$ cat config.mk
export PLATFORM = sky130hd
export DESIGN_NAME = dlrw_core
export DESIGN_NICKNAME = d
export VERILOG_FILES = /design/src/shared/dlrw_pkg.sv /design/src/rtl/dlrw_core.sv /design/src/rtl/dlrw_addr_calc.sv /design/src/rtl/dlrw_bus_slave.sv
export SDC_FILE = /design/constraint.sdc
export NUM_CORES = 1
export LEC_CHECK = 0
export ABC_CLOCK_PERIOD_IN_PS = 4700
export BUFFER_PORTS_ARGS = -buffer_cell sky130_fd_sc_hd__buf_4
export CAP_MARGIN = 15
export CORE_UTILIZATION = 45
export CTS_CLUSTER_SIZE = 40
export DETAILED_ROUTE_END_ITERATION = 16
export GPL_TIMING_DRIVEN = 0
export PLACE_DENSITY = 0.64
export SLEW_MARGIN = 0
export SYNTH_ARGS = -nofsm -noshare
export SYNTH_HDL_FRONTEND = slang
export SYNTH_SLANG_ARGS = --single-unit
$ cat constraint.sdc
create_clock -name clk -period 4.7 [get_ports clk]
set_clock_uncertainty 0.2 [all_clocks]
set_input_delay 1.41 -clock clk [delete_from_list [all_inputs] [get_ports clk]]
set_output_delay 1.41 -clock clk [all_outputs]
set_load 0.02 [all_outputs]
$ cat src/shared/dlrw_pkg.sv
// Shared constants and carrier types for the direct load and ROM word lookup unit
package dlrw_pkg;
    // Opcodes of the handled instructions
    localparam logic [7:0] OP_DIR_ZERO = 8'h84;
    localparam logic [7:0] OP_DIR_ONE  = 8'h85;
    localparam logic [7:0] OP_DIR_TOP  = 8'h83;
    localparam logic [7:0] OP_DIR_LONG = 8'h86;
    localparam logic [7:0] OP_LOOKUP   = 8'h88;
    // Page bytes of the short direct forms
    localparam logic [7:0] PAGE_ZERO   = 8'h00;
    localparam logic [7:0] PAGE_ONE    = 8'h01;
    localparam logic [7:0] PAGE_TOP    = 8'hFE;
    // Instruction lengths in bytes
    localparam logic [1:0] LEN_SHORT   = 2'h2;
    localparam logic [1:0] LEN_LONG    = 2'h3;
    localparam logic [1:0] LEN_LOOKUP  = 2'h2;
    // Second byte fields of the lookup form
    localparam int         MODE_BIT    = 7;
    localparam int         CREG_BIT    = 0;
    // Widths
    localparam int         ROM_AW      = 17;
    localparam int         PC_W        = 17;
    // Register byte offsets on the bus
    localparam logic [4:0] REG_CTRL    = 5'h00;
    localparam logic [4:0] REG_BA      = 5'h04;
    localparam logic [4:0] REG_PC      = 5'h08;
    localparam logic [4:0] REG_FLAGS   = 5'h0C;
    localparam logic [4:0] REG_STATUS  = 5'h10;
    localparam logic [4:0] REG_CREG    = 5'h14;
    // Field positions
    localparam int         CTRL_BANK   = 0;
    localparam int         FLAGS_NINTH = 1;
    localparam int         STAT_BUSY   = 0;
    localparam int         STAT_BADOP  = 1;
    // Reset values
    localparam logic [7:0]      RST_BYTE = 8'h00;
    localparam logic [PC_W-1:0] RST_PC   = 17'h00000;

    // Instruction bytes as delivered by the fetch stage
    typedef struct packed {
        logic [7:0] op;
        logic [7:0] b1;
        logic [7:0] b2;
    } dlrw_instr_s;

    // Data memory answer: byte plus optional ninth bit
    typedef struct packed {
        logic       has9;
        logic [8:0] data;
    } dlrw_dmem_s;

    // Execution states
    typedef enum logic [6:0] {
        ST_IDLE  = 7'h01,
        ST_LWAIT = 7'h02,
        ST_DRD   = 7'h04,
        ST_PLO   = 7'h08,
        ST_PHI   = 7'h10,
        ST_RLO   = 7'h20,
        ST_RHI   = 7'h40
    } dlrw_state_e;
endpackage : dlrw_pkg

$ cat src/rtl/dlrw_core.sv
// Direct byte load and ROM word lookup execution unit with register bus
// What this block does
// [RL1] Short direct load: 84H page 00, 85H page 01, 83H page FE; else long.
// [RL2] Direct load copies addressed byte into accumulator; PC advances by length.
// [RL3] Direct loads copy a present ninth source bit into status word bit 1.
// [RL4] Long direct load 86H, low then high address byte, three bytes, two cycles.
// [RL5] Lookup opcode 88H; second byte 0, six-bit index, C-select bit.
// [RL6] Every lookup variant is two bytes, four cycles, PC plus two.
// [RL7] Lookup address is 17 bits: nine from odd register, eight from even.
// [RL8] Lookup reads program memory in the bank chosen by the bank flag.
// [RL9] C variant adds C register as signed eight-bit value.
// [RL10] Displacement variant uses pointer zero plus signed seven-bit offset.
// [RL11] Software keeps pointer index below 63.
// [RL12] Lookup puts addressed byte in A, next byte in B; flags untouched.
//
// Decided for this implementation: the Avalon-MM register port and the placing of the registers.
`timescale 1ns/1ps
module dlrw_core (
    input  wire logic                        clk,
    input  wire logic                        rst,
    input  wire logic                        instr_valid,
    input  wire dlrw_pkg::dlrw_instr_s       instr,
    output logic                             instr_ready,
    output logic                             done,
    output logic [15:0]                      dmem_addr,
    output logic                             dmem_rd,
    input  wire dlrw_pkg::dlrw_dmem_s        dmem_rsp,
    output logic [dlrw_pkg::ROM_AW-1:0]      rom_addr,
    output logic                             rom_bank,
    output logic                             rom_rd,
    input  wire logic [7:0]                  rom_rdata,
    input  wire logic [4:0]                  avs_address,
    input  wire logic                        avs_read,
    input  wire logic                        avs_write,
    input  wire logic [31:0]                 avs_writedata,
    output logic [31:0]                      avs_readdata,
    output logic                             avs_waitrequest
);
    dlrw_pkg::dlrw_state_e          state_ff;
    logic                           ready_ff;
    logic                           done_ff;
    logic [15:0]                    dmem_addr_ff;
    logic                           dmem_rd_ff;
    logic [dlrw_pkg::ROM_AW-1:0]    rom_addr_ff;
    logic                           rom_rd_ff;
    logic                           bank_ff;
    logic [7:0]                     acc_ff;
    logic [7:0]                     breg_ff;
    logic [7:0]                     creg_ff;
    logic                           ninth_flag_ff;
    logic [dlrw_pkg::PC_W-1:0]      pc_ff;
    logic                           badop_ff;
    logic [7:0]                     ptr_lo_ff;
    logic                           use_disp_ff;
    logic                           use_creg_ff;
    logic [6:0]                     disp_ff;
    logic [1:0]                     len_ff;
    logic [dlrw_pkg::PC_W-1:0]      pc_start_ff;
    logic                           accept;
    logic                           is_short;
    logic                           is_long;
    logic                           is_lookup;
    logic                           sw_wr;
    logic [31:0]                    rd_value;
    logic [dlrw_pkg::ROM_AW-1:0]    nxt_rom_addr;
    logic [15:0]                    short_addr;
    logic [15:0]                    ptr_addr;

    assign accept    = instr_valid && ready_ff;
    assign is_short  = (instr.op == dlrw_pkg::OP_DIR_ZERO) || (instr.op == dlrw_pkg::OP_DIR_ONE)
                    || (instr.op == dlrw_pkg::OP_DIR_TOP);
    assign is_long   = (instr.op == dlrw_pkg::OP_DIR_LONG);
    assign is_lookup = (instr.op == dlrw_pkg::OP_LOOKUP);

    // Page byte chosen by the opcode, low byte from the operand
    always_comb begin
        short_addr = {dlrw_pkg::PAGE_TOP, instr.b1}; // RL1
        if (instr.op == dlrw_pkg::OP_DIR_ZERO) begin
            short_addr = {dlrw_pkg::PAGE_ZERO, instr.b1}; // RL1
        end else if (instr.op == dlrw_pkg::OP_DIR_ONE) begin
            short_addr = {dlrw_pkg::PAGE_ONE, instr.b1}; // RL1
        end
    end

    // Even register of the selected pair; displacement form always uses pair zero
    always_comb begin
        ptr_addr = 16'h0000; // RL10
        if (!instr.b1[dlrw_pkg::MODE_BIT]) begin
            ptr_addr = {9'h000, instr.b1[6:1], 1'b0}; // RL5 RL11
        end
    end

    // Sum of the pointer pair and the offset of the variant in use
    dlrw_addr_calc u_addr (
        .ptr_hi   (dmem_rsp.data),
        .ptr_lo   (ptr_lo_ff),
        .use_disp (use_disp_ff),
        .use_creg (use_creg_ff),
        .disp     (disp_ff),
        .creg     (creg_ff),
        .rom_addr (nxt_rom_addr)
    );

    // Sequencer; the number of states per branch sets the required cycle count
    always_ff @(posedge clk) begin
        if (rst) begin
            state_ff <= dlrw_pkg::ST_IDLE;
            ready_ff <= 1'b1;
            done_ff  <= 1'b0;
        end else begin
            done_ff <= 1'b0;
            case (state_ff)
                dlrw_pkg::ST_IDLE: begin
                    if (accept && is_short) begin
                        state_ff <= dlrw_pkg::ST_DRD; // RL1
                        ready_ff <= 1'b0;
                    end else if (accept && is_long) begin
                        state_ff <= dlrw_pkg::ST_LWAIT; // RL4
                        ready_ff <= 1'b0;
                    end else if (accept && is_lookup) begin
                        state_ff <= dlrw_pkg::ST_PLO; // RL6
                        ready_ff <= 1'b0;
                    end
                end
                dlrw_pkg::ST_LWAIT: state_ff <= dlrw_pkg::ST_DRD;
                dlrw_pkg::ST_PLO:   state_ff <= dlrw_pkg::ST_PHI;
                dlrw_pkg::ST_PHI:   state_ff <= dlrw_pkg::ST_RLO;
                dlrw_pkg::ST_RLO:   state_ff <= dlrw_pkg::ST_RHI;
                dlrw_pkg::ST_DRD, dlrw_pkg::ST_RHI: begin
                    state_ff <= dlrw_pkg::ST_IDLE;
                    ready_ff <= 1'b1;
                    done_ff  <= 1'b1;
                end
                default: begin
                    state_ff <= dlrw_pkg::ST_IDLE;
                    ready_ff <= 1'b1;
                end
            endcase
        end
    end

    // Captures the decoded variant and length for the later cycles
    always_ff @(posedge clk) begin
        if (rst) begin
            use_disp_ff <= 1'b0;
            use_creg_ff <= 1'b0;
            disp_ff     <= 7'h00;
            len_ff      <= 2'h0;
            pc_start_ff <= dlrw_pkg::RST_PC;
        end else if (accept) begin
            use_disp_ff <= instr.b1[dlrw_pkg::MODE_BIT]; // RL10
            use_creg_ff <= instr.b1[dlrw_pkg::CREG_BIT]; // RL5
            disp_ff     <= instr.b1[6:0];
            len_ff      <= is_long ? dlrw_pkg::LEN_LONG
                         : is_lookup ? dlrw_pkg::LEN_LOOKUP : dlrw_pkg::LEN_SHORT;
            pc_start_ff <= pc_ff;
        end
    end

    // Data memory address: operand, or the two registers of the pointer pair
    always_ff @(posedge clk) begin
        if (rst) begin
            dmem_addr_ff <= 16'h0000;
            dmem_rd_ff   <= 1'b0;
        end else if (state_ff == dlrw_pkg::ST_IDLE && accept && is_short) begin
            dmem_addr_ff <= short_addr; // RL1
            dmem_rd_ff   <= 1'b1;
        end else if (state_ff == dlrw_pkg::ST_IDLE && accept && is_long) begin
            dmem_addr_ff <= {instr.b2, instr.b1}; // RL4
            dmem_rd_ff   <= 1'b0;
        end else if (state_ff == dlrw_pkg::ST_IDLE && accept && is_lookup) begin
            dmem_addr_ff <= ptr_addr; // RL7
            dmem_rd_ff   <= 1'b1;
        end else if (state_ff == dlrw_pkg::ST_LWAIT) begin
            dmem_rd_ff   <= 1'b1; // Second cycle of the long form
        end else if (state_ff == dlrw_pkg::ST_PLO) begin
            dmem_addr_ff <= dmem_addr_ff + 16'h0001; // RL7
        end else if (state_ff == dlrw_pkg::ST_PHI || state_ff == dlrw_pkg::ST_DRD) begin
            dmem_rd_ff   <= 1'b0;
        end
    end

    // Low pointer byte held until the high byte arrives
    always_ff @(posedge clk) begin
        if (rst) begin
            ptr_lo_ff <= 8'h00;
        end else if (state_ff == dlrw_pkg::ST_PLO) begin
            ptr_lo_ff <= dmem_rsp.data[7:0]; // RL7
        end
    end

    // ROM address pair and the bank it is read from
    always_ff @(posedge clk) begin
        if (rst) begin
            rom_addr_ff <= '0;
            rom_rd_ff   <= 1'b0;
        end else if (state_ff == dlrw_pkg::ST_PHI) begin
            rom_addr_ff <= nxt_rom_addr; // RL9
            rom_rd_ff   <= 1'b1;
        end else if (state_ff == dlrw_pkg::ST_RLO) begin
            rom_addr_ff <= rom_addr_ff + 17'h00001; // RL12
        end else if (state_ff == dlrw_pkg::ST_RHI) begin
            rom_rd_ff   <= 1'b0;
        end
    end

    // Bank flag is software owned; bank output follows it
    always_ff @(posedge clk) begin
        if (rst) begin
            bank_ff <= 1'b0;
        end else if (sw_wr && avs_address == dlrw_pkg::REG_CTRL) begin
            bank_ff <= avs_writedata[dlrw_pkg::CTRL_BANK]; // RL8
        end
    end

    // Accumulator and B; execution wins over a software write in the same cycle
    always_ff @(posedge clk) begin
        if (rst) begin
            acc_ff  <= dlrw_pkg::RST_BYTE;
            breg_ff <= dlrw_pkg::RST_BYTE;
        end else if (state_ff == dlrw_pkg::ST_DRD) begin
            acc_ff  <= dmem_rsp.data[7:0]; // RL2
        end else if (state_ff == dlrw_pkg::ST_RLO) begin
            acc_ff  <= rom_rdata; // RL12
        end else if (state_ff == dlrw_pkg::ST_RHI) begin
            breg_ff <= rom_rdata; // RL12
        end else if (sw_wr && avs_address == dlrw_pkg::REG_BA) begin
            acc_ff  <= avs_writedata[7:0];
            breg_ff <= avs_writedata[15:8];
        end
    end

    // C register, the signed offset source
    always_ff @(posedge clk) begin
        if (rst) begin
            creg_ff <= dlrw_pkg::RST_BYTE;
        end else if (sw_wr && avs_address == dlrw_pkg::REG_CREG) begin
            creg_ff <= avs_writedata[7:0];
        end
    end

    // Ninth bit moves on direct loads from a source that has one, and on a software write to the flags register
    always_ff @(posedge clk) begin
        if (rst) begin
            ninth_flag_ff <= 1'b0;
        end else if (state_ff == dlrw_pkg::ST_DRD && dmem_rsp.has9) begin
            ninth_flag_ff <= dmem_rsp.data[8]; // RL3
        end else if (sw_wr && avs_address == dlrw_pkg::REG_FLAGS) begin
            ninth_flag_ff <= avs_writedata[dlrw_pkg::FLAGS_NINTH];
        end
    end

    // Program counter steps by the instruction length at completion
    always_ff @(posedge clk) begin
        if (rst) begin
            pc_ff <= dlrw_pkg::RST_PC;
        end else if (state_ff == dlrw_pkg::ST_DRD || state_ff == dlrw_pkg::ST_RHI) begin
            pc_ff <= pc_ff + {15'h0000, len_ff}; // RL2 RL6
        end else if (sw_wr && avs_address == dlrw_pkg::REG_PC) begin
            pc_ff <= avs_writedata[dlrw_pkg::PC_W-1:0];
        end
    end

    // Unknown opcode is consumed and flagged; set wins over a clearing write
    always_ff @(posedge clk) begin
        if (rst) begin
            badop_ff <= 1'b0;
        end else if (accept && !is_short && !is_long && !is_lookup) begin
            badop_ff <= 1'b1;
        end else if (sw_wr && avs_address == dlrw_pkg::REG_STATUS
                     && avs_writedata[dlrw_pkg::STAT_BADOP]) begin
            badop_ff <= 1'b0;
        end
    end

    // Read mux; unmapped offsets read as zero
    always_comb begin
        rd_value = 32'h00000000;
        if (avs_address == dlrw_pkg::REG_CTRL) begin
            rd_value[dlrw_pkg::CTRL_BANK] = bank_ff;
        end else if (avs_address == dlrw_pkg::REG_BA) begin
            rd_value[15:0] = {breg_ff, acc_ff};
        end else if (avs_address == dlrw_pkg::REG_PC) begin
            rd_value[dlrw_pkg::PC_W-1:0] = pc_ff;
        end else if (avs_address == dlrw_pkg::REG_FLAGS) begin
            rd_value[dlrw_pkg::FLAGS_NINTH] = ninth_flag_ff;
        end else if (avs_address == dlrw_pkg::REG_STATUS) begin
            rd_value[dlrw_pkg::STAT_BUSY]  = !ready_ff;
            rd_value[dlrw_pkg::STAT_BADOP] = badop_ff;
        end else if (avs_address == dlrw_pkg::REG_CREG) begin
            rd_value[7:0] = creg_ff;
        end
    end

    dlrw_bus_slave u_bus (
        .clk         (clk),
        .rst         (rst),
        .read        (avs_read),
        .write       (avs_write),
        .rd_value    (rd_value),
        .waitrequest (avs_waitrequest),
        .readdata    (avs_readdata),
        .wr_en       (sw_wr)
    );

    assign instr_ready = ready_ff;
    assign done        = done_ff;
    assign dmem_addr   = dmem_addr_ff;
    assign dmem_rd     = dmem_rd_ff;
    assign rom_addr    = rom_addr_ff;
    assign rom_bank    = bank_ff;
    assign rom_rd      = rom_rd_ff;

    // Checks on timing and data paths
    short_lat_a: assert property (@(posedge clk) disable iff (rst) // RL1
        accept && is_short |=> done_ff == 1'b0 ##1 done_ff)
        else $error("short direct load did not finish in one cycle");
    long_lat_a: assert property (@(posedge clk) disable iff (rst) // RL4
        accept && is_long |=> !done_ff[*2] ##1 done_ff)
        else $error("long direct load did not finish in two cycles");
    lookup_lat_a: assert property (@(posedge clk) disable iff (rst) // RL6
        accept && is_lookup |=> !done_ff[*4] ##1 done_ff)
        else $error("rom word lookup did not finish in four cycles");
    pc_step_a: assert property (@(posedge clk) disable iff (rst) // RL2
        done_ff |-> pc_ff == pc_start_ff + {15'h0000, len_ff})
        else $error("program counter did not advance by instruction length");
    page_one_a: assert property (@(posedge clk) disable iff (rst) // RL1
        accept && instr.op == dlrw_pkg::OP_DIR_ONE
        |=> dmem_addr_ff == {dlrw_pkg::PAGE_ONE, $past(instr.b1)})
        else $error("short page one address wrong");
    ninth_bit_a: assert property (@(posedge clk) disable iff (rst) // RL3
        state_ff == dlrw_pkg::ST_DRD && dmem_rsp.has9
        |=> ninth_flag_ff == $past(dmem_rsp.data[8]))
        else $error("ninth bit not copied to status word");
    rom_pair_a: assert property (@(posedge clk) disable iff (rst) // RL12
        state_ff == dlrw_pkg::ST_RLO |=> rom_addr_ff == $past(rom_addr_ff) + 17'h00001
                                         && acc_ff == $past(rom_rdata))
        else $error("lookup byte pair not sequential");
    rom_bank_a: assert property (@(posedge clk) disable iff (rst) // RL8
        sw_wr && avs_address == dlrw_pkg::REG_CTRL
        |=> rom_bank == $past(avs_writedata[dlrw_pkg::CTRL_BANK]))
        else $error("lookup bank does not follow bank flag");
    lookup_flags_a: assert property (@(posedge clk) disable iff (rst) // RL12
        state_ff == dlrw_pkg::ST_PLO ##1 !sw_wr[*4] |-> $stable(ninth_flag_ff))
        else $error("lookup changed status word");
    ptr_index_a: assert property (@(posedge clk) disable iff (rst) // RL5
        accept && is_lookup && !instr.b1[7] |=> dmem_addr_ff == {9'h000, $past(instr.b1[6:1]), 1'b0}
                                                ##1 dmem_addr_ff[0])
        else $error("pointer pair address wrong");
    disp_base_a: assert property (@(posedge clk) disable iff (rst) // RL10
        accept && is_lookup && instr.b1[7] |=> dmem_addr_ff == 16'h0000)
        else $error("displacement form not based on pointer zero");
endmodule : dlrw_core

$ cat src/rtl/dlrw_addr_calc.sv
// ROM lookup address former: pointer pair plus signed offset
`timescale 1ns/1ps
module dlrw_addr_calc (
    input  wire logic [8:0]                  ptr_hi,
    input  wire logic [7:0]                  ptr_lo,
    input  wire logic                        use_disp,
    input  wire logic                        use_creg,
    input  wire logic [6:0]                  disp,
    input  wire logic [7:0]                  creg,
    output logic      [dlrw_pkg::ROM_AW-1:0] rom_addr
);
    logic [dlrw_pkg::ROM_AW-1:0] offset;

    // Sign extend whichever offset the variant asks for
    always_comb begin
        offset = '0;
        if (use_disp) begin
            offset = {{10{disp[6]}}, disp}; // RL10
        end else if (use_creg) begin
            offset = {{9{creg[7]}}, creg}; // RL9
        end
    end

    // Upper nine bits from the odd register, low eight from the even one
    assign rom_addr = {ptr_hi, ptr_lo} + offset; // RL7
endmodule : dlrw_addr_calc

$ cat src/rtl/dlrw_bus_slave.sv
// Avalon-MM handshake: one wait cycle, then a single-cycle answer
`timescale 1ns/1ps
module dlrw_bus_slave (
    input  wire logic        clk,
    input  wire logic        rst,
    input  wire logic        read,
    input  wire logic        write,
    input  wire logic [31:0] rd_value,
    output logic             waitrequest,
    output logic [31:0]      readdata,
    output logic             wr_en
);
    logic        wait_ff;
    logic [31:0] rdata_ff;

    // Drops waitrequest for exactly one cycle per request
    always_ff @(posedge clk) begin
        if (rst) begin
            wait_ff <= 1'b1;
        end else begin
            wait_ff <= !((read || write) && wait_ff);
        end
    end

    // Read data sampled while waiting, stands during the answer cycle
    always_ff @(posedge clk) begin
        if (rst) begin
            rdata_ff <= 32'h00000000;
        end else if (read && wait_ff) begin
            rdata_ff <= rd_value;
        end
    end

    assign waitrequest = wait_ff;
    assign readdata    = rdata_ff;
    assign wr_en       = write && !wait_ff; // Write lands on the answer edge
endmodule : dlrw_bus_slave

# Yosys cells after proc, flatten, opt, wreduce, memory -nomap -nowiden
# Cells that the tools add are included.
[classes] n_eq_ne=22 n_reduce_logical=51 mux=55 n_addsub=4 bitwise_logic=3
[ops] operator="16-bit 2-to-1 mux" count=9
[ops] operator="17-bit 2-to-1 mux" count=6
[ops] operator="8-bit 2-to-1 mux" count=8
[ops] operator="8-bit == test (second input constant)" count=5
[ops] operator="7-bit one-hot mux with 5 select lines" count=1
[ops] operator="7-bit 2-to-1 mux" count=4
[ops] operator="1-bit logical AND" count=22
[ops] operator="1-bit 2-to-1 mux" count=22
[ops] operator="17-bit by 1-bit adder with 17-bit output (second input constant)" count=1
[ops] operator="17-bit adder" count=1
[ops] operator="17-bit by 2-bit adder with 17-bit output" count=1
[ops] operator="16-bit by 1-bit adder with 16-bit output (second input constant)" count=1
[ops] operator="6-bit 2-to-1 mux" count=2
[ops] operator="2-bit nonzero test" count=6
[ops] operator="5-bit by 4-bit == test with 1-bit output (second input constant)" count=2
[ops] operator="5-bit == test (second input constant)" count=2
[ops] operator="2-bit AND reduction" count=5
[ops] operator="9-bit 2-to-1 mux" count=1
[ops] operator="4-bit inequality test (second input constant)" count=2
[ops] operator="7-bit by 1-bit == test with 1-bit output (second input constant)" count=1
[ops] operator="7-bit by 2-bit == test with 1-bit output (second input constant)" count=1
[ops] operator="7-bit by 3-bit == test with 1-bit output (second input constant)" count=1
[ops] operator="7-bit by 4-bit == test with 1-bit output (second input constant)" count=1
[ops] operator="7-bit by 5-bit == test with 1-bit output (second input constant)" count=1
[ops] operator="18 further kinds" count=29
[totals] register_bits=125 output_inout_bits=71 input_bits=84 word_cells=156

# Logic depth before layout (Yosys ltp)
# Gate-level depths: netlist (run 1).
[depth] word_depth=8 depth_mapped=12 mapped_depth_nobuf=9

# Modules after synthesis
# Synthesis (run 1) repeated with hierarchy kept, for this count alone.
[unflattened] hier_cells=1016 hier_area_um2=8271.7
[by_module_without_submodules] mod="dlrw_core" n_inst=1 seq_area_each_um2=2122.0 area_each_um2=5845.6 cells_per_inst=742
[by_module_without_submodules] mod="dlrw_bus_slave" n_inst=1 seq_area_each_um2=660.6 area_each_um2=1515.2 cells_per_inst=150
[by_module_without_submodules] mod="dlrw_addr_calc" n_inst=1 seq_area_each_um2=0.0 area_each_um2=910.9 cells_per_inst=124

# Worst setup path after synthesis (run 1)
# No wires, ideal clock.
[synth_path] path_type="input -> register" start="in instr[21] (netlist name)" end="reg dmem_addr_ff[8] (netlist: dmem_addr[8])" setup_time_ps=79 setup_slack_ps=1031 required_time_ps=4421 arrival_time_ps=3389 n_path_buf=1 stages=7 path_cell_list="or4b_1 or4_4 buf_6 or3_4 o21ai_2 a21oi_2 a211oi_2"
[synth_between] elab_chain_cells=6 elab_cells_between_ends=18 cone_classes="eq/ne (6); mux (5); reduce/logical (7)"
[synth_lines] item="from (decl)" line="dlrw_core.sv:22" source="input wire dlrw_pkg::dlrw_instr_s instr,"
[synth_lines] item="8-bit == test, on equally long branches" line="dlrw_core.sv:70, dlrw_core.sv:78, dlrw_core.sv:80"
[synth_lines] item="1-bit logical OR" line="dlrw_core.sv:70" source="assign is_short = (instr.op == dlrw_pkg::OP_DIR_ZERO) || (instr.op == dlrw_pkg::OP_DIR_ONE)"
[synth_lines] item="1-bit logical OR" line="dlrw_core.sv:71" source="|| (instr.op == dlrw_pkg::OP_DIR_TOP);"
[synth_lines] item="1-bit logical AND" line="dlrw_core.sv:165" source="end else if (state_ff == dlrw_pkg::ST_IDLE && accept && is_short) begin"
[synth_lines] item="4-bit inequality test (no source line) or 4-bit nonzero test (tied branches)"
[synth_lines] item="2-bit AND reduction (no source line)"
[synth_lines] item="to (signal assigned)" line="dlrw_core.sv:166" source="dmem_addr_ff <= short_addr;"
[synth_lines] item="to (signal assigned)" line="dlrw_core.sv:169" source="dmem_addr_ff <= {instr.b2, instr.b1};"
[synth_lines] item="to (signal assigned)" line="dlrw_core.sv:172" source="dmem_addr_ff <= ptr_addr;"
[synth_lines] item="to (decl)" line="dlrw_core.sv:42" source="logic [15:0] dmem_addr_ff;"
# Parallel ways exist; a longest one is shown, timed or not.
# A chain may end at the register's enable or synchronous reset.

# Worst setup path in the final report (run 1)
[layout_path] start="reg use_disp_ff" end="reg rom_addr_ff, in the netlist rom_addr[16]"
[layout_between] elab_chain_cells=3
[layout_lines] item="from (decl)" line="dlrw_core.sv:54" source="logic use_disp_ff;"
[layout_lines] item="from (signal assigned)" line="dlrw_core.sv:151" source="use_disp_ff <= instr.b1[dlrw_pkg::MODE_BIT];"
[layout_lines] item="17-bit 2-to-1 mux" line="dlrw_addr_calc.sv:17" source="if (use_disp) begin"
[layout_lines] item="17-bit adder" line="dlrw_addr_calc.sv:25" source="assign rom_addr = {ptr_hi, ptr_lo} + offset;"
[layout_lines] item="17-bit 2-to-1 mux" line="dlrw_core.sv:197" source="end else if (state_ff == dlrw_pkg::ST_PHI) begin"
[layout_lines] item="to (signal assigned)" line="dlrw_core.sv:198" source="rom_addr_ff <= nxt_rom_addr;"
[layout_lines] item="to (signal assigned)" line="dlrw_core.sv:201" source="rom_addr_ff <= rom_addr_ff + 17'h00001;"
[layout_lines] item="to (decl)" line="dlrw_core.sv:44" source="logic [dlrw_pkg::ROM_AW-1:0] rom_addr_ff;"
# Every way passes these cells.

==> report_table.html, run 1 <==
<table>
<tr><th>Metric</th><th>Value</th></tr>
<tr><th colspan="2">Status</th></tr>
<tr><td>Outcome</td><td>complete, no violations</td></tr>
<tr><th colspan="2">Die</th></tr>
<tr><td>Row count</td><td>46</td></tr>
<tr><td>Initial cell density of the core</td><td>0.466</td></tr>
<tr><td>Standard cell core area</td><td>0.0160 sq mm</td></tr>
<tr><td>Die Wd</td><td>131 microns</td></tr>
<tr><td>Overall die area</td><td>~0.017 sq mm</td></tr>
<tr><td>Chip Height</td><td>131 microns</td></tr>
<tr><td>Number of top-level design ports</td><td>between 150 and 200</td></tr>
<tr><th colspan="2">Setup path</th></tr>
<tr><td>Required time at the worst-slack endpoint</td><td>4780 ps</td></tr>
<tr><td>Number of cells on the worst reg-to-reg path</td><td>10</td></tr>
<tr><td>Crit path launch type</td><td>flop</td></tr>
<tr><td>Data arrival, critical path</td><td>roughly 4000 ps</td></tr>
<tr><td>Kind of end point of the critical path</td><td>flop</td></tr>
<tr><td>Register-to-register setup slack</td><td>700 ps</td></tr>
<tr><td>Start of the worst register-to-register path</td><td>use_disp_ff$_SDFFE_PP0P_</td></tr>
<tr><td>Setup CP Type</td><td>flop to flop</td></tr>
<tr><td>Maximum fanout count along the critical path</td><td>10</td></tr>
<tr><td>Worst reg2reg endpoint</td><td>rom_addr[16]$_SDFFE_PP0P_</td></tr>
<tr><th colspan="2">Detailed routing</th></tr>
<tr><td>Post-detailed-route wirelength per cell</td><td>18.0 microns</td></tr>
<tr><td>Detailed-router iteration count before antenna repair</td><td>5</td></tr>
<tr><td>Post-detailed-route via-to-cell ratio</td><td>5.86</td></tr>
<tr><td>Routed Wire Length</td><td>between 20 and 25 mm</td></tr>
<tr><td>Final antenna-violating net count</td><td>0</td></tr>
<tr><td>Count of routing violations after the opening detailed-route iteration</td><td>557</td></tr>
<tr><td>Vias after detailed routing</td><td>slightly below 8000</td></tr>
<tr><td>Final routed DRC violation total</td><td>0</td></tr>
<tr><th colspan="2">Logic synthesis</th></tr>
<tr><td>Synthesized flop and latch total</td><td>124</td></tr>
<tr><td>Number of enable flip-flop cells after synthesis</td><td>0</td></tr>
<tr><td>Share of the yosys chip area belonging to registers</td><td>0.333</td></tr>
<tr><td>Cell with the most instances after synthesis</td><td>sky130_fd_sc_hd__nand2_1</td></tr>
<tr><td>Cell Area, Synth</td><td>between 0.007 and 0.008 sq mm</td></tr>
<tr><td>Cells taking the most area after synthesis</td><td>sky130_fd_sc_hd__dfxtp_1 33%, sky130_fd_sc_hd__nand2_1 6.9%, sky130_fd_sc_hd__a21oi_1 5.5%</td></tr>
<tr><td>Dominant register cell in the synthesized netlist</td><td>sky130_fd_sc_hd__dfxtp_1</td></tr>
<tr><td>Unique masters post-synth</td><td>75</td></tr>
<tr><td>Share of the synthesized area in the top cell type</td><td>0.333</td></tr>
<tr><td>Most instantiated cells after synthesis</td><td>138 x sky130_fd_sc_hd__nand2_1, 124 x sky130_fd_sc_hd__dfxtp_1, 100 x sky130_fd_sc_hd__nor2_1</td></tr>
<tr><td>Post-synthesis area per instance</td><td>7.65 sq um</td></tr>
<tr><td>Fraction of synthesis flops using an asynchronous set or reset pin</td><td>0</td></tr>
<tr><td>Cells after synthesis</td><td>just under 1000</td></tr>
<tr><td>Library cell occupying the most area in the post-synthesis netlist</td><td>sky130_fd_sc_hd__dfxtp_1</td></tr>
<tr><td>Syn. warnings</td><td>0</td></tr>
<tr><th colspan="2">Power</th></tr>
<tr><td>Total power per unit cell area</td><td>277 mW/mm^2</td></tr>
<tr><td>Leakage power</td><td>3.58 nW</td></tr>
<tr><td>Maximum ir drop on the vdd rail</td><td>0.274 mV</td></tr>
<tr><th colspan="2">GRT</th></tr>
<tr><td>Largest net degree at the start of global routing</td><td>17</td></tr>
<tr><td>Total track usage</td><td>0.290</td></tr>
<tr><td>GR Overflow Total</td><td>0</td></tr>
<tr><td>Wire length of the first global-routing pass</td><td>37.4 mm</td></tr>
<tr><td>Vias in the first global route</td><td>6949</td></tr>
<tr><td>Number of antenna violations at the first check in global routing</td><td>0</td></tr>
<tr><th colspan="2">STA</th></tr>
<tr><td>Count of final setup violators</td><td>0</td></tr>
<tr><td>Achievable Freq</td><td>between 200 and 300 MHz</td></tr>
<tr><td>Slew HR</td><td>0.341</td></tr>
<tr><td>Unrepaired setup endpoints after global routing</td><td>false</td></tr>
<tr><td>Setup TNS Final</td><td>0 ps</td></tr>
<tr><td>Number of pins exceeding their max-slew limit in the final report</td><td>0</td></tr>
<tr><td>Final hold viol count</td><td>0</td></tr>
<tr><td>Post-route fraction of the period consumed by the critical path</td><td>0.850</td></tr>
<tr><td>Post-route minimum period</td><td>4000 ps</td></tr>
<tr><td>Transition time of the tightest slew-check pin</td><td>979 ps</td></tr>
<tr><th colspan="2">Clock network</th></tr>
<tr><td>Post-cts repair resize count</td><td>0</td></tr>
<tr><td>Post-CTS Setup Bufs</td><td>0</td></tr>
<tr><td>CTS HTree Levels</td><td>4</td></tr>
<tr><td>Clock-pin transition on the worst setup and hold timing paths</td><td>60 ps</td></tr>
<tr><td>Total of hold buffers inserted after clock tree synthesis</td><td>0</td></tr>
<tr><td>Total clock buffers created by CTS</td><td>17</td></tr>
<tr><td>Root Driver</td><td>sky130_fd_sc_hd__clkbuf_16</td></tr>
<tr><td>Clock tree from TritonCTS</td><td>yes</td></tr>
<tr><td>Worst-case clock buffer depth</td><td>2</td></tr>
<tr><td>Later-pin clock latency in the skew report</td><td>430 ps</td></tr>
<tr><td>Number of sinks driven by the clock tree</td><td>124</td></tr>
<tr><th colspan="2">Placement</th></tr>
<tr><td>Port buffer count</td><td>between 100 and 150</td></tr>
<tr><td>DPL Wire Length</td><td>between 15 and 20 mm</td></tr>
<tr><td>Final GP Congestion</td><td>0.889</td></tr>
<tr><td>Post-placement cell count</td><td>1327</td></tr>
<tr><th colspan="2">Job</th></tr>
<tr><td>Max-cap violations</td><td>0</td></tr>
<tr><th colspan="2">Final layout</th></tr>
<tr><td>Util after Layout</td><td>0.577</td></tr>
<tr><td>Area grow syn2layout</td><td>23.9%</td></tr>
<tr><td>Ratio of cells with drive above 1 in the final layout</td><td>0.172</td></tr>
<tr><td>Non-filler cells in the finished layout</td><td>about 1400</td></tr>
<tr><td>Inserted Diodes</td><td>0</td></tr>
<tr><td>NumNets Final</td><td>1236</td></tr>
<tr><th colspan="2">Min path</th></tr>
<tr><td>Worst min-delay path category</td><td>flop to flop</td></tr>
<tr><td>Hold path depth</td><td>1</td></tr>
<tr><td>Min-Delay Startpoint</td><td>u_bus.waitrequest$_SDFF_PP1_</td></tr>
<tr><td>Hold Path End</td><td>u_bus.waitrequest$_SDFF_PP1_</td></tr>
</table>
==> metal layers <==
metal | global-route usage | up-vias | part of all wire
met3 | 0.0546 | 46 | 0.077
met5 | 0 | - | 0
met1 | 0.411 | 3726 | 0.47
met2 | 0.439 | 324 | 0.43
met4 | 0.0960 | 0 | 0.022
li1 | - | 3862 | -
==> critical path: stages (launching register included) <==
cell                       delay (ps)
sky130_fd_sc_hd__dfxtp_1          300
sky130_fd_sc_hd__clkbuf_1         260
sky130_fd_sc_hd__clkbuf_1         330
sky130_fd_sc_hd__o21ai_0          300
sky130_fd_sc_hd__fa_1             510
sky130_fd_sc_hd__a21o_1           190
sky130_fd_sc_hd__a221oi_1         570
sky130_fd_sc_hd__o21ai_0          340
sky130_fd_sc_hd__nor4b_1          230
sky130_fd_sc_hd__o31ai_1          480
sky130_fd_sc_hd__a21oi_1          130
==> flip-flops by register name (all words and copies together), names as in the netlist, 2 cells and up <==
| register | cells |
|---|---|
| pc_ff | 17 |
| u_bus.readdata | 17 |
| ptr_lo_ff | 8 |
| dmem_addr | 16 |
| state_ff | 7 |
| len_ff | 2 |
| rom_addr | 17 |
| breg_ff | 8 |
| acc_ff | 8 |
| creg_ff | 8 |
| disp_ff | 7 |
==> per-stage QoR <==
| step | setup WS, ps | hold WS [ps] | cell area (sq um) | power [mW] |
|---|---|---|---|---|
| 6_report | 703 | 239 | 9240 | 2.56 |
| 5_1_grt | 493 | 276 | 9240 | 2.63 |
| 4_1_cts | 806 | 238 | 9240 | 2.56 |
| 3_5_place_dp | 437 | 226 | 8700 | 1.36 |
| 3_3_place_gp | 410 | 218 | 8700 | 1.36 |
| 2_1_floorplan | 1030 | 232 | 7510 | 1.24 |
==> worst max-delay path by stage <==
| stage | start | endpoint | slack, ps | cells after the start |
|---|---|---|---|---|
| finish | use_disp_ff$_SDFFE_PP0P_ | rom_addr[16]$_SDFFE_PP0P_ | 700 | 10 |
| global route | use_disp_ff$_SDFFE_PP0P_ | rom_addr[16]$_SDFFE_PP0P_ | 490 | 10 |
| CTS | use_disp_ff$_SDFFE_PP0P_ | rom_addr[16]$_SDFFE_PP0P_ | 810 | 10 |
| detailed placement | avs_address[4] | breg_ff[6]$_SDFFE_PP0P_ | 440 | 9 |
| global placement | avs_address[4] | breg_ff[6]$_SDFFE_PP0P_ | 410 | 9 |
| floorplan | instr[21] | dmem_addr[8]$_SDFFE_PP0P_ | 1030 | 7 |
==> kinds of logic (layout without fill, tap and decap cells) <==
| kind of cell | Yosys count | after routing | synth area share |
|---|---|---|---|
| and+or+nand+nor | 404 | 404 | 0.259 |
| AOI/OAI and AO/OA | 283 | 283 | 0.251 |
| DFF | 124 | 124 | 0.333 |
| buffers and inverters | 91 | 246 | 0.0556 |
| xor gates and xnor gates | 28 | 28 | 0.0329 |
| adders and majority gates | 22 | 22 | 0.0389 |
| muxes | 21 | 21 | 0.0287 |
| other | 1 | 15 | 0.000503 |
==> cell usage in the layout, fill, tap and decap left out, types with 7 or more instances in the layout <==
master and instances:
sky130_fd_sc_hd__buf_4 138, sky130_fd_sc_hd__ha_1 20, sky130_fd_sc_hd__mux2i_1 18, sky130_fd_sc_hd__conb_1 15, sky130_fd_sc_hd__xor2_1 13, sky130_fd_sc_hd__nor4_1 9, sky130_fd_sc_hd__clkbuf_1 56, sky130_fd_sc_hd__xnor2_1 15
sky130_fd_sc_hd__nand3_1 39, sky130_fd_sc_hd__nand4_1 18, sky130_fd_sc_hd__nand2b_1 7, sky130_fd_sc_hd__a31oi_1 25, sky130_fd_sc_hd__nor3_1 21, sky130_fd_sc_hd__a211oi_1 31, sky130_fd_sc_hd__or3_1 8, sky130_fd_sc_hd__a21oi_1 82
sky130_fd_sc_hd__o21ai_0 42, sky130_fd_sc_hd__a311oi_1 10, sky130_fd_sc_hd__clkbuf_16 17, sky130_fd_sc_hd__nand2_1 138, sky130_fd_sc_hd__nor2_1 100, sky130_fd_sc_hd__and3_1 16, sky130_fd_sc_hd__a22o_1 9, sky130_fd_sc_hd__a22oi_1 18
sky130_fd_sc_hd__inv_1 14, sky130_fd_sc_hd__nor2b_1 7, sky130_fd_sc_hd__o211ai_1 10, sky130_fd_sc_hd__dfxtp_1 124
==> final cells by class <==
| type | count | area [sq um] |
|---|---|---|
| Sequential cell | 124 | 2480 |
| Tap cell | 216 | 270 |
| Timing Repair Buffer | 123 | 923 |
| Clock buffer | 19 | 443 |
| Multi-Input combinational cell | 773 | 4610 |
| Buffer | 77 | 362 |
| Clock inverter | 13 | 92.6 |
| Fill cell | 1647 | 6760 |
| Inverter | 14 | 52.6 |
==> report_power, final <==
group / switching (mW) / internal, mW / total (mW)
combinational: 0.158 / 0.105 / 0.263
clock: 0.527 / 0.686 / 1.21
sequential: 0.0117 / 1.07 / 1.08
total: 0.696 / 1.86 / 2.56
(Power assumes the default switching activity.)
==> run 2, diff against run 1 <==
--- a/config.mk
+++ b/config.mk
@@ -8,11 +8,11 @@
 export ABC_CLOCK_PERIOD_IN_PS = 4700
 export BUFFER_PORTS_ARGS = -buffer_cell sky130_fd_sc_hd__buf_4
 export CAP_MARGIN = 15
-export CORE_UTILIZATION = 45
+export CORE_UTILIZATION = 44
 export CTS_CLUSTER_SIZE = 40
 export DETAILED_ROUTE_END_ITERATION = 16
 export GPL_TIMING_DRIVEN = 0
-export PLACE_DENSITY = 0.64
+export PLACE_DENSITY = 0.62
 export SLEW_MARGIN = 0
 export SYNTH_ARGS = -nofsm -noshare
 export SYNTH_HDL_FRONTEND = slang
==> report_table.html, run 2 (synthesis gave the netlist of run 1 again) <==
<table>
<tr><th>Metric</th><th>Value</th></tr>
<tr><th colspan="2">Status</th></tr>
<tr><td>Outcome</td><td>complete, no violations</td></tr>
<tr><th colspan="2">Detailed routing</th></tr>
<tr><td>Detailed-router iteration count before antenna repair</td><td>5</td></tr>
<tr><td>Post-detailed-route via-to-cell ratio</td><td>5.82</td></tr>
<tr><td>Routed Wire Length</td><td>24.9 mm</td></tr>
<tr><td>Final routed DRC violation total</td><td>0</td></tr>
<tr><td>Vias after detailed routing</td><td>7930</td></tr>
<tr><td>Count of routing violations after the opening detailed-route iteration</td><td>708</td></tr>
<tr><td>Post-detailed-route wirelength per cell</td><td>about 18 microns</td></tr>
<tr><td>Final antenna-violating net count</td><td>0</td></tr>
<tr><th colspan="2">Die</th></tr>
<tr><td>Standard cell core area</td><td>0.0166 sq mm</td></tr>
<tr><td>Chip Height</td><td>132 microns</td></tr>
<tr><td>Initial cell density of the core</td><td>0.450</td></tr>
<tr><td>Die Wd</td><td>132 microns</td></tr>
<tr><td>Number of top-level design ports</td><td>roughly 160</td></tr>
<tr><td>Row count</td><td>47</td></tr>
<tr><td>Overall die area</td><td>0.0175 sq mm</td></tr>
<tr><th colspan="2">Power</th></tr>
<tr><td>Overall Power</td><td>2.61 mW</td></tr>
<tr><td>Maximum ir drop on the vdd rail</td><td>0.272 mV</td></tr>
<tr><td>Total power per unit cell area</td><td>281 mW/mm^2</td></tr>
<tr><td>Leakage power</td><td>~3.6 nW</td></tr>
<tr><th colspan="2">STA</th></tr>
<tr><td>Slew HR</td><td>0.341</td></tr>
<tr><td>Final hold viol count</td><td>0</td></tr>
<tr><td>Final Hold Slack</td><td>236 ps</td></tr>
<tr><td>Unrepaired setup endpoints after global routing</td><td>false</td></tr>
<tr><td>Transition time of the tightest slew-check pin</td><td>979 ps</td></tr>
<tr><td>Post-route fraction of the period consumed by the critical path</td><td>0.838</td></tr>
<tr><td>Achievable Freq</td><td>254 MHz</td></tr>
<tr><td>Post-route minimum period</td><td>3940 ps</td></tr>
<tr><td>Count of final setup violators</td><td>0</td></tr>
<tr><td>Worst Slack Setup Final</td><td>~760 ps</td></tr>
<tr><td>Setup TNS Final</td><td>0 ps</td></tr>
<tr><td>Number of pins exceeding their max-slew limit in the final report</td><td>0</td></tr>
<tr><th colspan="2">Final layout</th></tr>
<tr><td>Count of fill cells added during filler insertion</td><td>1659</td></tr>
<tr><td>Area of the multi-input gates</td><td>roughly 0.0046 sq mm</td></tr>
<tr><td>Area grow syn2layout</td><td>24.3%</td></tr>
<tr><td>NumNets Final</td><td>1236</td></tr>
<tr><td>Inserted Diodes</td><td>0</td></tr>
<tr><td>Commonest cells after routing, fill and taps aside</td><td>138 x sky130_fd_sc_hd__nand2_1, 138 x sky130_fd_sc_hd__buf_4, 124 x sky130_fd_sc_hd__dfxtp_1</td></tr>
<tr><td>Util after Layout</td><td>0.559</td></tr>
<tr><td>FF+latch area</td><td>0.00248 sq mm</td></tr>
<tr><td>Ratio of cells with drive above 1 in the final layout</td><td>0.173</td></tr>
<tr><th colspan="2">GRT</th></tr>
<tr><td>M3 GR Usage</td><td>0.0496</td></tr>
<tr><td>Total track usage</td><td>0.286</td></tr>
<tr><td>GR Overflow Total</td><td>0</td></tr>
<tr><td>Met1 GRT Util</td><td>0.402</td></tr>
<tr><td>Vias in the first global route</td><td>around 7000</td></tr>
<tr><td>Busiest layer in global routing</td><td>met2</td></tr>
<tr><td>Wire length of the first global-routing pass</td><td>38.7 mm</td></tr>
<tr><td>Number of antenna violations at the first check in global routing</td><td>0</td></tr>
<tr><td>Largest net degree at the start of global routing</td><td>17</td></tr>
<tr><td>Met2 capacity usage during global routing</td><td>0.442</td></tr>
<tr><th colspan="2">Setup path</th></tr>
<tr><td>Maximum fanout count along the critical path</td><td>10</td></tr>
<tr><td>Crit path launch type</td><td>flop</td></tr>
<tr><td>Setup CP Type</td><td>flop to flop</td></tr>
<tr><td>Register-to-register setup slack</td><td>760 ps</td></tr>
<tr><td>Kind of end point of the critical path</td><td>flop</td></tr>
<tr><td>Data arrival, critical path</td><td>4020 ps</td></tr>
<tr><td>Required time at the worst-slack endpoint</td><td>roughly 4800 ps</td></tr>
<tr><th colspan="2">Clock network</th></tr>
<tr><td>Post-CTS Setup Bufs</td><td>0</td></tr>
<tr><td>Clock-pin transition on the worst setup and hold timing paths</td><td>60 ps</td></tr>
<tr><td>Later-pin clock latency in the skew report</td><td>440 ps</td></tr>
<tr><td>Number of sinks driven by the clock tree</td><td>124</td></tr>
<tr><td>Worst-case clock buffer depth</td><td>2</td></tr>
<tr><td>CTS HTree Levels</td><td>4</td></tr>
<tr><td>Post-cts repair resize count</td><td>0</td></tr>
<tr><td>Root Driver</td><td>sky130_fd_sc_hd__clkbuf_16</td></tr>
<tr><td>Total clock buffers created by CTS</td><td>17</td></tr>
<tr><td>Total of hold buffers inserted after clock tree synthesis</td><td>0</td></tr>
<tr><td>Clock tree from TritonCTS</td><td>yes</td></tr>
<tr><th colspan="2">Min path</th></tr>
<tr><td>Worst min-delay path category</td><td>flop to flop</td></tr>
<tr><th colspan="2">Placement</th></tr>
<tr><td>DPL Wire Length</td><td>18.9 mm</td></tr>
<tr><td>Final GP Congestion</td><td>0.911</td></tr>
<tr><td>DP Worst Slack</td><td>397 ps</td></tr>
<tr><td>Port buffer count</td><td>123</td></tr>
<tr><th colspan="2">Job</th></tr>
<tr><td>Max-cap violations</td><td>0</td></tr>
</table>
run 2: changes by cell type in the layout (fill, tap and decap cells not counted), sizes merged:
cell | previous run | this run
clkinvlp | 5 | 3
clkinv | 6 | 8
clkbuf | 74 | 73
bufinv | 0 | 1
inv | 16 | 15
run 2: per-stage QoR:
stage	std cells	instance area, sq um
final	1362	9270
after floorplan	988	7510
after CTS	1362	9270
after global placement	1331	8710
after global routing	1362	9270
after detailed placement	1331	8710
run 2: layer usage:
metal	vias up	part of all wire	routed length, microns
met2	291	0.44	11000
met4	0	0.023	570
li1	3865	-	-
met3	48	0.061	1530
met1	3726	0.47	11800
met5	-	0	0
run 2: final timing paths:
| path | from | end | cells after the start |
|---|---|---|---|
| min | u_bus.waitrequest$_SDFF_PP1_ | u_bus.waitrequest$_SDFF_PP1_ | 1 |
| max reg2reg | use_disp_ff$_SDFFE_PP0P_ | rom_addr[16]$_SDFFE_PP0P_ | 10 |
| min reg2reg | u_bus.waitrequest$_SDFF_PP1_ | u_bus.waitrequest$_SDFF_PP1_ | 1 |
| max | use_disp_ff$_SDFFE_PP0P_ | rom_addr[16]$_SDFFE_PP0P_ | 10 |
run 2: worst max-delay path: stages (launching register included):
cell and delay, ps:
sky130_fd_sc_hd__dfxtp_1 310, sky130_fd_sc_hd__clkbuf_1 280, sky130_fd_sc_hd__clkbuf_1 340, sky130_fd_sc_hd__o21ai_0 300, sky130_fd_sc_hd__fa_1 510, sky130_fd_sc_hd__a21o_1 190, sky130_fd_sc_hd__a221oi_1 540, sky130_fd_sc_hd__o21ai_0 330
sky130_fd_sc_hd__nor4b_1 230, sky130_fd_sc_hd__o31ai_1 460, sky130_fd_sc_hd__a21oi_1 120
run 2: layout make-up:
type / count / area share
inverter: 14 / 0.00567
tap: 220 / 0.0297
clock buffer: 18 / 0.0474
sequential: 124 / 0.268
buffer: 77 / 0.0390
clock inverter: 13 / 0.0130
multi-input combinational: 773 / 0.498
timing repair buffer: 123 / 0.0997
run 2: power breakdown:
group / switching [mW] / internal, mW / total (mW)
sequential: 0.0116 / 1.07 / 1.08
clock: 0.522 / 0.738 / 1.26
combinational: 0.160 / 0.105 / 0.265
total: 0.693 / 1.91 / 2.61
